$ cat src/rtl/general_timer_defs.vh
// register map, field positions, reset values and timing for the timer unit
`ifndef GENERAL_TIMER_DEFS_VH
`define GENERAL_TIMER_DEFS_VH

// timer index: aux_a, core, aux_b, fine_a, fine_b
`define IDX_AUX_A      0
`define IDX_CORE       1
`define IDX_AUX_B      2
`define IDX_FINE_A     3
`define IDX_FINE_B     4

// byte addresses: control at 0x00+4*idx, count at 0x20+4*idx
`define CTRL_BASE      6'h00
`define COUNT_BASE     6'h08
`define CAPTURE_RELOAD_REGISTER_WORD    6'h10
`define STATUS_WORD    6'h11

// control register fields
`define F_PS_HI        2
`define F_PS_LO        0
`define F_MODE_HI      4
`define F_MODE_LO      3
`define F_RUN          5
`define F_DOWN         6
`define F_EXTDIR       7
`define F_INV          8
`define F_LATCH_CLK    9
`define F_SPECIAL      10
`define F_RELOAD       11
`define F_TRIG_HI      13
`define F_TRIG_LO      12
`define F_OUT_EN       14

// basic modes
`define MODE_TIMER     2'b00
`define MODE_GATED     2'b01
`define MODE_COUNTER   2'b10
`define MODE_QUAD      2'b11

// trigger / capture source select
`define TRIG_PIN       2'b00
`define TRIG_RISE      2'b01
`define TRIG_FALL      2'b10
`define TRIG_BOTH      2'b11

// finest resolution in system clocks, as a power of two
`define M1_RES_CYC     4
`define M1_RES_SHIFT   4'd2
`define M2_RES_CYC     2
`define M2_RES_SHIFT   4'd1

// reset values
`define CTRL_RST       16'h0000
`define COUNT_RST      16'h0000
`define ALL_ONES       16'hffff

`endif

$ cat src/rtl/general_timer_unit.v
// five-timer unit in two modules with a classic wishbone register slave
`timescale 1ns/1ps
`include "general_timer_defs.vh"

// What this block does
// - five 16-bit timers, three plus two
// - timers chain to partners within their module
// - first module: timer, gated, counter, quadrature
// - timer counts prescaled clock, counter counts pin
// - gated mode counts only while gate enables
// - first module resolution is four clocks
// - software direction, optionally altered by pin
// - quadrature derives count and direction from A/B
// - core latch toggles on wrap, clocks aux
// - aux in capture/reload role stops counting
// - aux pin edge captures core count
// - core reloads from aux on pin/latch edge
// - alternate aux reloads make free-running PWM
// - second module resolution is two clocks
// - fine timers count prescaled clock or pin
// - fine latch toggles on wrap, clocks fine_a
// - fine_b wrap clocks capcom, reloads from capreg
// - capture pin copies fine_a, optional clear
// - core pins may trigger that capture instead
module general_timer_unit (
    // clock and reset
    input  wire        clk_i,
    input  wire        rst_i,
    // wishbone slave
    input  wire        wb_cyc_i,
    input  wire        wb_stb_i,
    input  wire        wb_we_i,
    input  wire [7:0]  wb_adr_i,
    input  wire [3:0]  wb_sel_i,
    input  wire [31:0] wb_dat_i,
    output reg  [31:0] wb_dat_o,
    output reg         wb_ack_o,
    // timer pins, one bit per timer index
    input  wire [4:0]  timer_input_pin_i,
    input  wire [4:0]  timer_direction_pin_i,
    input  wire        capture_pin_i,
    // outputs
    output reg         core_toggle_output_o,
    output reg         fine_toggle_output_o,
    output reg         capcom_clock_o
);

    // storage layout: one control word and one count word per timer
    // index order is aux_a, core, aux_b, fine_a, fine_b throughout
    // the capture/reload word belongs to the second module only
    // both toggle latches are readable and writable through status
    // the free prescaler counter never stops and is never written,
    // so every timer tick is aligned to it and two timers with the
    // same prescale setting in one module always tick in the same cycle
    // pin history registers give edges one cycle after a change;
    // they are cleared by reset, so a pin that sits high when
    // reset ends is seen as a rising edge at the first clock
    // register storage
    reg  [15:0] ctrl [0:4];          // per-timer control
    reg  [15:0] cnt  [0:4];          // per-timer count
    reg  [15:0] capture_reload_register; // capture/reload word
    reg         core_toggle_latch;   // core wrap latch
    reg         fine_toggle_latch;   // fine_b wrap latch
    reg         core_latch_prev;     // for latch edges
    reg         fine_latch_prev;     // for latch edges
    reg  [15:0] pre;                 // free prescaler counter
    reg  [4:0]  in_prev;             // previous input pins
    reg  [4:0]  dir_prev;            // previous direction pins
    reg         cap_prev;            // previous capture pin

    // per-timer combinational results
    wire [4:0]  en;                  // count this cycle
    wire [4:0]  dn;                  // count down
    wire [4:0]  ovf;                 // wrap this cycle
    wire [4:0]  pin_rise;            // qualified pin edge
    wire [4:0]  rel_req;             // aux asks to reload core
    wire [4:0]  cap_req;             // aux asks to capture core
    wire [79:0] step;                // counted values

    // latch transitions
    wire core_rise = core_toggle_latch & ~core_latch_prev;
    wire core_fall = ~core_toggle_latch & core_latch_prev;
    wire core_chg  = core_toggle_latch ^ core_latch_prev;
    wire fine_chg  = fine_toggle_latch ^ fine_latch_prev;

    // low k bits set
    function [15:0] low_mask;
        input [3:0] k;
        begin
            low_mask = (16'h0001 << k) - 16'h0001;
        end
    endfunction

    // byte-lane merge for 16-bit registers
    function [15:0] merge;
        input [15:0] old;
        input [15:0] nw;
        input [1:0]  sel;
        begin
            merge = {sel[1] ? nw[15:8] : old[15:8],
                     sel[0] ? nw[7:0]  : old[7:0]};
        end
    endfunction

    // each slice works out, for its own index only:
    //  - whether it counts in this cycle (en)
    //  - which way it counts (dn)
    //  - whether the count wraps in this cycle (ovf)
    //  - the value it would hold after one step (step)
    //  - capture and reload requests when it plays an aux role
    // the slice never writes a register itself; the one clocked
    // process below applies every request, so priority between
    // bus, capture, reload and counting is decided in one place
    // mode decode for the second module ignores quadrature, which
    // falls back to plain pin counting there
    // chaining through a latch is offered to aux_a, aux_b, fine_a
    // one timer slice per index
    genvar i;
    generate
        for (i = 0; i < 5; i = i + 1) begin : g_tmr
            wire [15:0] c  = ctrl[i];
            wire [1:0]  md = c[`F_MODE_HI:`F_MODE_LO];
            wire [1:0]  tr = c[`F_TRIG_HI:`F_TRIG_LO];
            // prescaled tick, base shift per module
            wire [3:0]  k  = {1'b0, c[`F_PS_HI:`F_PS_LO]} +
                             ((i < 3) ? `M1_RES_SHIFT : `M2_RES_SHIFT);
            wire        tick = (pre & low_mask(k)) == low_mask(k);
            wire        lvl  = timer_input_pin_i[i] ^ c[`F_INV];
            wire        plv  = in_prev[i] ^ c[`F_INV];
            wire        a_chg = timer_input_pin_i[i] ^ in_prev[i];
            wire        b_chg = timer_direction_pin_i[i] ^ dir_prev[i];
            // concatenation source: core latch for aux, fine latch for fine_a
            wire        l_chg = (i == `IDX_FINE_A) ? fine_chg : core_chg;
            wire        can_chain = (i != `IDX_CORE) && (i != `IDX_FINE_B);
            wire        special = ((i == `IDX_AUX_A) || (i == `IDX_AUX_B))
                                  && c[`F_SPECIAL];
            wire        quad = (i < 3) && (md == `MODE_QUAD);
            reg         ev;
            // count event by mode
            always @* begin
                case (md)
                    `MODE_TIMER:   ev = tick;
                    `MODE_GATED:   ev = tick & lvl;
                    `MODE_COUNTER: ev = (can_chain && c[`F_LATCH_CLK]) ?
                                        l_chg : (lvl & ~plv);
                    default:       ev = quad ? (a_chg | b_chg) :
                                        (lvl & ~plv);
                endcase
            end
            assign pin_rise[i] = lvl & ~plv;
            // stopped while acting as capture/reload register
            assign en[i] = c[`F_RUN] & ~special & ev;
            // direction: software bit, inverted by pin, or quadrature phase
            assign dn[i] = quad ?
                ~(timer_input_pin_i[i] ^ dir_prev[i]) ^ c[`F_DOWN] :
                c[`F_DOWN] ^ (c[`F_EXTDIR] & timer_direction_pin_i[i]);
            assign ovf[i] = en[i] & (dn[i] ? (cnt[i] == `COUNT_RST) :
                                             (cnt[i] == `ALL_ONES));
            assign step[i*16 +: 16] = dn[i] ? cnt[i] - 16'h0001 :
                                              cnt[i] + 16'h0001;
            // aux capture and reload requests
            assign cap_req[i] = special & ~c[`F_RELOAD] & pin_rise[i];
            assign rel_req[i] = special & c[`F_RELOAD] &
                ((tr == `TRIG_PIN)  ? pin_rise[i] :
                 (tr == `TRIG_RISE) ? core_rise :
                 (tr == `TRIG_FALL) ? core_fall : core_chg);
        end
    endgenerate

    // capture into the capture/reload word is edge based on both
    // directions of the chosen pin, unlike aux capture which only
    // takes the rising edge of the possibly inverted input
    // the core pins as source suit a core in quadrature use,
    // where each sensor step then records the fine_a time stamp
    // source codes 1 and 2 reuse the trigger field of fine_a
    // fine_a capture source select
    wire [15:0] fa_c = ctrl[`IDX_FINE_A];
    wire [1:0]  fa_src = fa_c[`F_TRIG_HI:`F_TRIG_LO];
    wire        cap_edge = capture_pin_i ^ cap_prev;
    wire        core_in_edge = timer_input_pin_i[`IDX_CORE] ^
                               in_prev[`IDX_CORE];
    wire        core_dir_edge = timer_direction_pin_i[`IDX_CORE] ^
                                dir_prev[`IDX_CORE];
    reg         fine_cap;            // capture fine_a this cycle
    // capture trigger selection
    always @* begin
        case (fa_src)
            `TRIG_PIN:  fine_cap = cap_edge;
            `TRIG_RISE: fine_cap = core_in_edge;
            `TRIG_FALL: fine_cap = core_dir_edge;
            default:    fine_cap = core_in_edge | core_dir_edge;
        endcase
    end

    // the slave answers every request one cycle after it is taken;
    // the ack itself masks the request in its own cycle, so a
    // master that holds stb one cycle longer is not served twice
    // only the low two byte lanes matter, registers are 16 bits
    // reads return the value before any update at the same edge
    // bus decode
    wire        bus_req = wb_cyc_i & wb_stb_i & ~wb_ack_o;
    wire [5:0]  word = wb_adr_i[7:2];
    wire        wr = bus_req & wb_we_i;
    reg  [15:0] rd;                  // read mux

    // read mux; unmapped words read zero
    always @* begin
        rd = 16'h0000;
        if (word < 6'd5) begin
            rd = ctrl[word[2:0]];
        end else if ((word >= `COUNT_BASE) && (word < 6'd13)) begin
            rd = cnt[word[2:0]];
        end else if (word == `CAPTURE_RELOAD_REGISTER_WORD) begin
            rd = capture_reload_register;
        end else if (word == `STATUS_WORD) begin
            rd = {14'h0000, fine_toggle_latch, core_toggle_latch};
        end
    end

    // everything clocked lives in this one process so that each
    // register has a single driver and a clear priority order:
    // later assignments in the process win over earlier ones
    // order of precedence, lowest first:
    //  counting, aux capture, core reload, fine_b reload,
    //  fine_a capture and clear, software write
    // reset is synchronous and loads constants only
    // main sequential process
    integer j;
    always @(posedge clk_i) begin
        if (rst_i) begin
            for (j = 0; j < 5; j = j + 1) begin
                ctrl[j] <= `CTRL_RST;
                cnt[j]  <= `COUNT_RST;
            end
            capture_reload_register <= `COUNT_RST;
            core_toggle_latch       <= 1'b0;
            fine_toggle_latch       <= 1'b0;
            core_latch_prev         <= 1'b0;
            fine_latch_prev         <= 1'b0;
            pre                     <= 16'h0000;
            in_prev                 <= 5'h00;
            dir_prev                <= 5'h00;
            cap_prev                <= 1'b0;
            wb_ack_o                <= 1'b0;
            wb_dat_o                <= 32'h00000000;
            core_toggle_output_o    <= 1'b0;
            fine_toggle_output_o    <= 1'b0;
            capcom_clock_o          <= 1'b0;
        end else begin
            // history for edge detection (pins already synchronous)
            pre      <= pre + 16'h0001;
            in_prev  <= timer_input_pin_i;
            dir_prev <= timer_direction_pin_i;
            cap_prev <= capture_pin_i;
            core_latch_prev <= core_toggle_latch;
            fine_latch_prev <= fine_toggle_latch;

            // each timer steps by one when its slice says so; the
            // wrap needs no extra handling because the 16-bit sum
            // rolls over by itself
            // counting
            for (j = 0; j < 5; j = j + 1) begin
                if (en[j]) begin
                    cnt[j] <= step[j*16 +: 16];
                end
            end

            // aux capture of core, core reload from aux
            if (cap_req[`IDX_AUX_A]) begin
                cnt[`IDX_AUX_A] <= cnt[`IDX_CORE];
            end
            if (cap_req[`IDX_AUX_B]) begin
                cnt[`IDX_AUX_B] <= cnt[`IDX_CORE];
            end
            if (rel_req[`IDX_AUX_A]) begin
                cnt[`IDX_CORE] <= cnt[`IDX_AUX_A];
            end else if (rel_req[`IDX_AUX_B]) begin
                cnt[`IDX_CORE] <= cnt[`IDX_AUX_B];
            end

            // fine_b wrap reloads from the capture/reload word
            if (ovf[`IDX_FINE_B] && ctrl[`IDX_FINE_B][`F_SPECIAL]) begin
                cnt[`IDX_FINE_B] <= capture_reload_register;
            end

            // fine_a capture, optional clear
            if (fine_cap) begin
                capture_reload_register <= cnt[`IDX_FINE_A];
                if (fa_c[`F_SPECIAL]) begin
                    cnt[`IDX_FINE_A] <= `COUNT_RST;
                end
            end

            // bus writes override hardware updates of the same word
            if (wr) begin
                if (word < 6'd5) begin
                    ctrl[word[2:0]] <= merge(ctrl[word[2:0]],
                                             wb_dat_i[15:0], wb_sel_i[1:0]);
                end else if ((word >= `COUNT_BASE) && (word < 6'd13)) begin
                    cnt[word[2:0]] <= merge(cnt[word[2:0]],
                                            wb_dat_i[15:0], wb_sel_i[1:0]);
                end else if (word == `CAPTURE_RELOAD_REGISTER_WORD) begin
                    capture_reload_register <=
                        merge(capture_reload_register,
                              wb_dat_i[15:0], wb_sel_i[1:0]);
                end
            end

            // latches: wrap toggle applied on top of a software write
            if (wr && (word == `STATUS_WORD) && wb_sel_i[0]) begin
                core_toggle_latch <= wb_dat_i[0] ^ ovf[`IDX_CORE];
                fine_toggle_latch <= wb_dat_i[1] ^ ovf[`IDX_FINE_B];
            end else begin
                core_toggle_latch <= core_toggle_latch ^ ovf[`IDX_CORE];
                fine_toggle_latch <= fine_toggle_latch ^ ovf[`IDX_FINE_B];
            end

            // pin outputs and capcom clock pulse
            core_toggle_output_o <= core_toggle_latch &
                                    ctrl[`IDX_CORE][`F_OUT_EN];
            fine_toggle_output_o <= fine_toggle_latch &
                                    ctrl[`IDX_FINE_B][`F_OUT_EN];
            capcom_clock_o <= ovf[`IDX_FINE_B];

            // read data is captured with the ack and then stands
            // until the next request is answered
            // wishbone answer, one wait state
            wb_ack_o <= bus_req;
            if (bus_req) begin
                wb_dat_o <= {16'h0000, rd};
            end
        end
    end

endmodule

$ cat config.mk
export PLATFORM = sky130hd
export DESIGN_NAME = general_timer_unit
export DESIGN_NICKNAME = d
export VERILOG_FILES = /design/src/rtl/general_timer_unit.v
export VERILOG_INCLUDE_DIRS = /design/src /design/src/rtl
export SDC_FILE = /design/constraint.sdc
export NUM_CORES = 1
export LEC_CHECK = 0
export ABC_AREA = 1
export BUFFER_PORTS_ARGS = -buffer_cell sky130_fd_sc_hd__buf_2
export CORE_MARGIN = 1.5
export CORE_UTILIZATION = 59
export DETAILED_ROUTE_END_ITERATION = 8
export PLACE_DENSITY = 0.77
export SETUP_SLACK_MARGIN = 0.5
export SYNTH_ARGS = -nofsm -noshare
export SYNTH_HDL_FRONTEND = slang
export SYNTH_SLANG_ARGS = --single-unit
$ cat constraint.sdc
create_clock -name clk_i -period 5.79 [get_ports clk_i]
set_input_delay 0.579 -clock clk_i [delete_from_list [all_inputs] [get_ports clk_i]]
set_output_delay 0.579 -clock clk_i [all_outputs]
set_load 0.01 [all_outputs]
==> metrics.cfg <==
[cts]
clkLatencyLatePin_ns=0.57
cts-resized-gates=0
clockRootBuffer=clkbuf_16
tritoncts=done
cts_setup_buffers=0
cts_buffers=37
htree_levels=2
cts.sink_count=321
ctsHoldBuffers=0
clockBufferDepth=3
clk_pin_slew_ns=0.06

[pwr]
p_sw_share_pct=31.1
total_power_mw=6.51
irDropWorstVdd_v=0.000274
intPower_mw=4.48
leakagePower_nw=9.86
seqPwrFrac_pct=43.4
p_sw_mw=2.02
p_comb_share_pct=19.8
pwr-share-clk_pct=36.9
cellPowerDensity_nw_per_um2=280

[detailed_routing]
dr.first_iter.drc_count=2702
vias=19983
drt-total-wl_microns=69300
drc=0
dr.pass1.iters=8
avgRoutedWirePerCell_microns=21.3
routed_via_density=6.16
route.antenna.remaining_nets=0

[placed_design]
io_buffers=59
hpwl_microns=48800
gp_congestion=1.03
place_ws_ns=1.25

[sta]
hold_violations=0
setup_violations=0
slew_violations=0
relSlewSlack_pct=15.6
fin_skew_ns=0.0254
finalCritPeriodShare_pct=77.5
worstMarginPinSlew_ns=1.26
clock.fmax_ghz=0.223
period_minus_slack_ns=4.48
fin_ws_ns=1.31
finalSetupTns_ns=0
rsz0062_at_grt=false

[synthesis]
netlist_area_sq_um=20900
yosysSeqAreaShare_pct=42.9
synth_cells=2629
yosysUniqueCellTypes=56
syn_area_per_cell_sq_um=7.97
synth_ff_type=edfxtp_1
synth-edff-count=256
ys_ff_latch=321
synthArstFlopShare_pct=0
ys_warn_count=0

[grt]
grtUsageMet3_pct=9.20
antenna_found_initial=1
grt_pass1_vias=18609
use_met2_pct=56.3
grt-ovfl-total=0
grt_pass1_wl_microns=104000
grt_max_degree=59
top_usage_layer=met2
grt_usage_pct=38.0
gr-usage-met1_pct=51.0

[setup_path]
slowest_stage=xor2_1
max_stage_delay_ns=0.66
arrival_ns=4.81
critical_path_class=reg -> reg
path_cells=nand2_1, o21ai_0, xor2_1, inv_1, ha_1, a21oi_1, nand2_1, a21boi_0, o21ai_0, a31oi_1, o21ai_0, xor2_1, inv_1, nand2_1, a21oi_1
cp_top_family=compound AO/OA/AOI/OAI gates
critPathCaptureType=flip-flop
critPathLaunchType=flip-flop
required_ns=6.11
crit_buf_inv=2
cp_max_fo=15

[die]
die_x_microns=191
ioPinCount=96
die_h_microns=191
coreArea_sq_um=34700
initial_core_util_pct=60.3
rows=68
design.die.area_sq_um=36600

[cells_and_area]
fillCellCount=2942
area_growth_pct=10.9
nets=2921
final_layout_size_suffix_gt1_share_pct=7.49
diodes=0

[run_status]
outcome=completed

[worst_hold_path]
hp-class=in -> reg

[job]
drv_cap=0

[worst register-to-register path, delay by kind of cell, from the launching register on]
family	cells	cell delay, ns
compound gates	7	1.61
xor+xnor	2	0.85
fa+ha+maj	1	0.50
buf+inv	2	0.60
flops	1	0.40
simple gates	3	0.28
[per-stage QoR]
stage                     area [sq um]  util [%]  cells  hold WS, ns
after global placement           22000      63.4   3178        0.477
after CTS                        23200      66.9   3246        0.235
after global routing             23200      66.9   3246        0.255
after floorplan                  21400         -   2740        0.427
after detailed placement         22000      63.4   3178        0.503
final                            23200      66.9   3246        0.254
[registers in the layout, summed over array words and instances, names as in the netlist]
| name | cells |
|---|---|
| cnt | 128 |
| dir_prev | 3 |
| fine_toggle_latch | 1 |
| core_toggle_output_o | 1 |
| core_toggle_latch | 1 |
| core_latch_prev | 1 |
| in_prev | 5 |
| wb_ack_o | 1 |
| fine_latch_prev | 1 |
| cap_prev | 1 |
| pre | 16 |
| wb_dat_o | 16 |
| ctrl | 128 |
| fine_toggle_output_o | 1 |
| capcom_clock_o | 1 |
| capture_reload_register | 16 |
[logic make-up (layout without fill, tap and decap cells)]
kind of cell	after synthesis	count (layout)	synth area share, %
AND/OR/NAND/NOR	1087	1087	21.8
AO/OA/AOI/OAI	644	644	18.1
buffers and inverters	395	446	7.64
flip-flops	321	321	42.9
adder cells (fa/ha/maj)	99	99	6.09
XOR/XNOR	81	81	3.39
other	2	113	0.0358
[path summary, 6_finish.rpt]
check | cells past startpoint | from | endpoint | slack [ns]
setup reg to reg | 15 | ctrl[1][4] | cnt[1][12] | 1.31
hold reg to reg | 2 | fine_toggle_latch | fine_toggle_output_o | 0.51
setup / recovery | 15 | ctrl[1][4] | cnt[1][12] | 1.31
hold / removal | 3 | timer_direction_pin_i[2] | dir_prev[2] | 0.25
[power groups by stage]
stage,logic [mW],clock network (mW),registers (mW)
3_5_place_dp,1.23,0,2.86
6_report,1.29,2.40,2.82
3_3_place_gp,1.20,0,2.85
5_1_grt,1.40,2.49,2.83
2_1_floorplan,0.903,0,2.79
4_1_cts,1.25,2.40,2.81
[synthesized netlist by cell type (10+ instances only)]
cell	count	area [sq um]
a21oi_1	208	1040
a221oi_1	35	307
a22oi_1	22	165
a31oi_1	18	113
buf_4	18	135
clkbuf_1	77	289
dfxtp_1	65	1300
edfxtp_1	256	7690
ha_1	94	1180
inv_1	270	1010
nand2_1	444	1670
nand3_1	122	611
nand4_1	26	163
nor2_1	412	1550
nor3_1	35	175
nor4_1	10	62.6
o211ai_1	51	383
o21ai_0	203	1020
o21ai_1	24	120
o21ai_2	13	114
o221ai_1	20	175
o22ai_1	19	119
xnor2_1	35	307
xor2_1	46	403
[metal layers]
metal | wire length, microns | vias up
li1 | - | 9218
met1 | 26400 | 9149
met2 | 29400 | 1343
met3 | 9370 | 271
met4 | 4060 | 2
met5 | 12 | -
[area by class of cell]
class                      instances  area [sq um]  area share [%]
multi-input combinational       2024         10800            46.5
clock inverter                    16           165           0.711
sequential                       321          8990            38.7
inverter                         281          1060            4.56
tap                              455           569            2.45
clock buffer                      52          1070            4.59
timing repair buffer              97           581            2.50
[placed cells by master, fill, tap and decap left out, types with 5 or more instances in the layout]
cell         n
nand2_1    444
nor2_1     410
inv_1      268
edfxtp_1   256
a21oi_1    208
o21ai_0    203
nand3_1    122
conb_1     113
ha_1        94
dfxtp_1     65
buf_2       59
o211ai_1    51
xor2_1      46
clkbuf_16   41
buf_4       38
xnor2_1     35
a221oi_1    35
nor3_1      34
nand4_1     26
o21ai_1     24
a22oi_1     22
o221ai_1    20
o22ai_1     19
a31oi_1     18
o21ai_2     13
clkbuf_1    11
nor4_1      10
inv_2        9
or2_2        8
nor2_2       7
a21o_1       7
clkinv_1     6
o2111ai_1    5
nand2_2      5
o21a_1       5
fa_1         5
(Power assumes the default switching activity.)
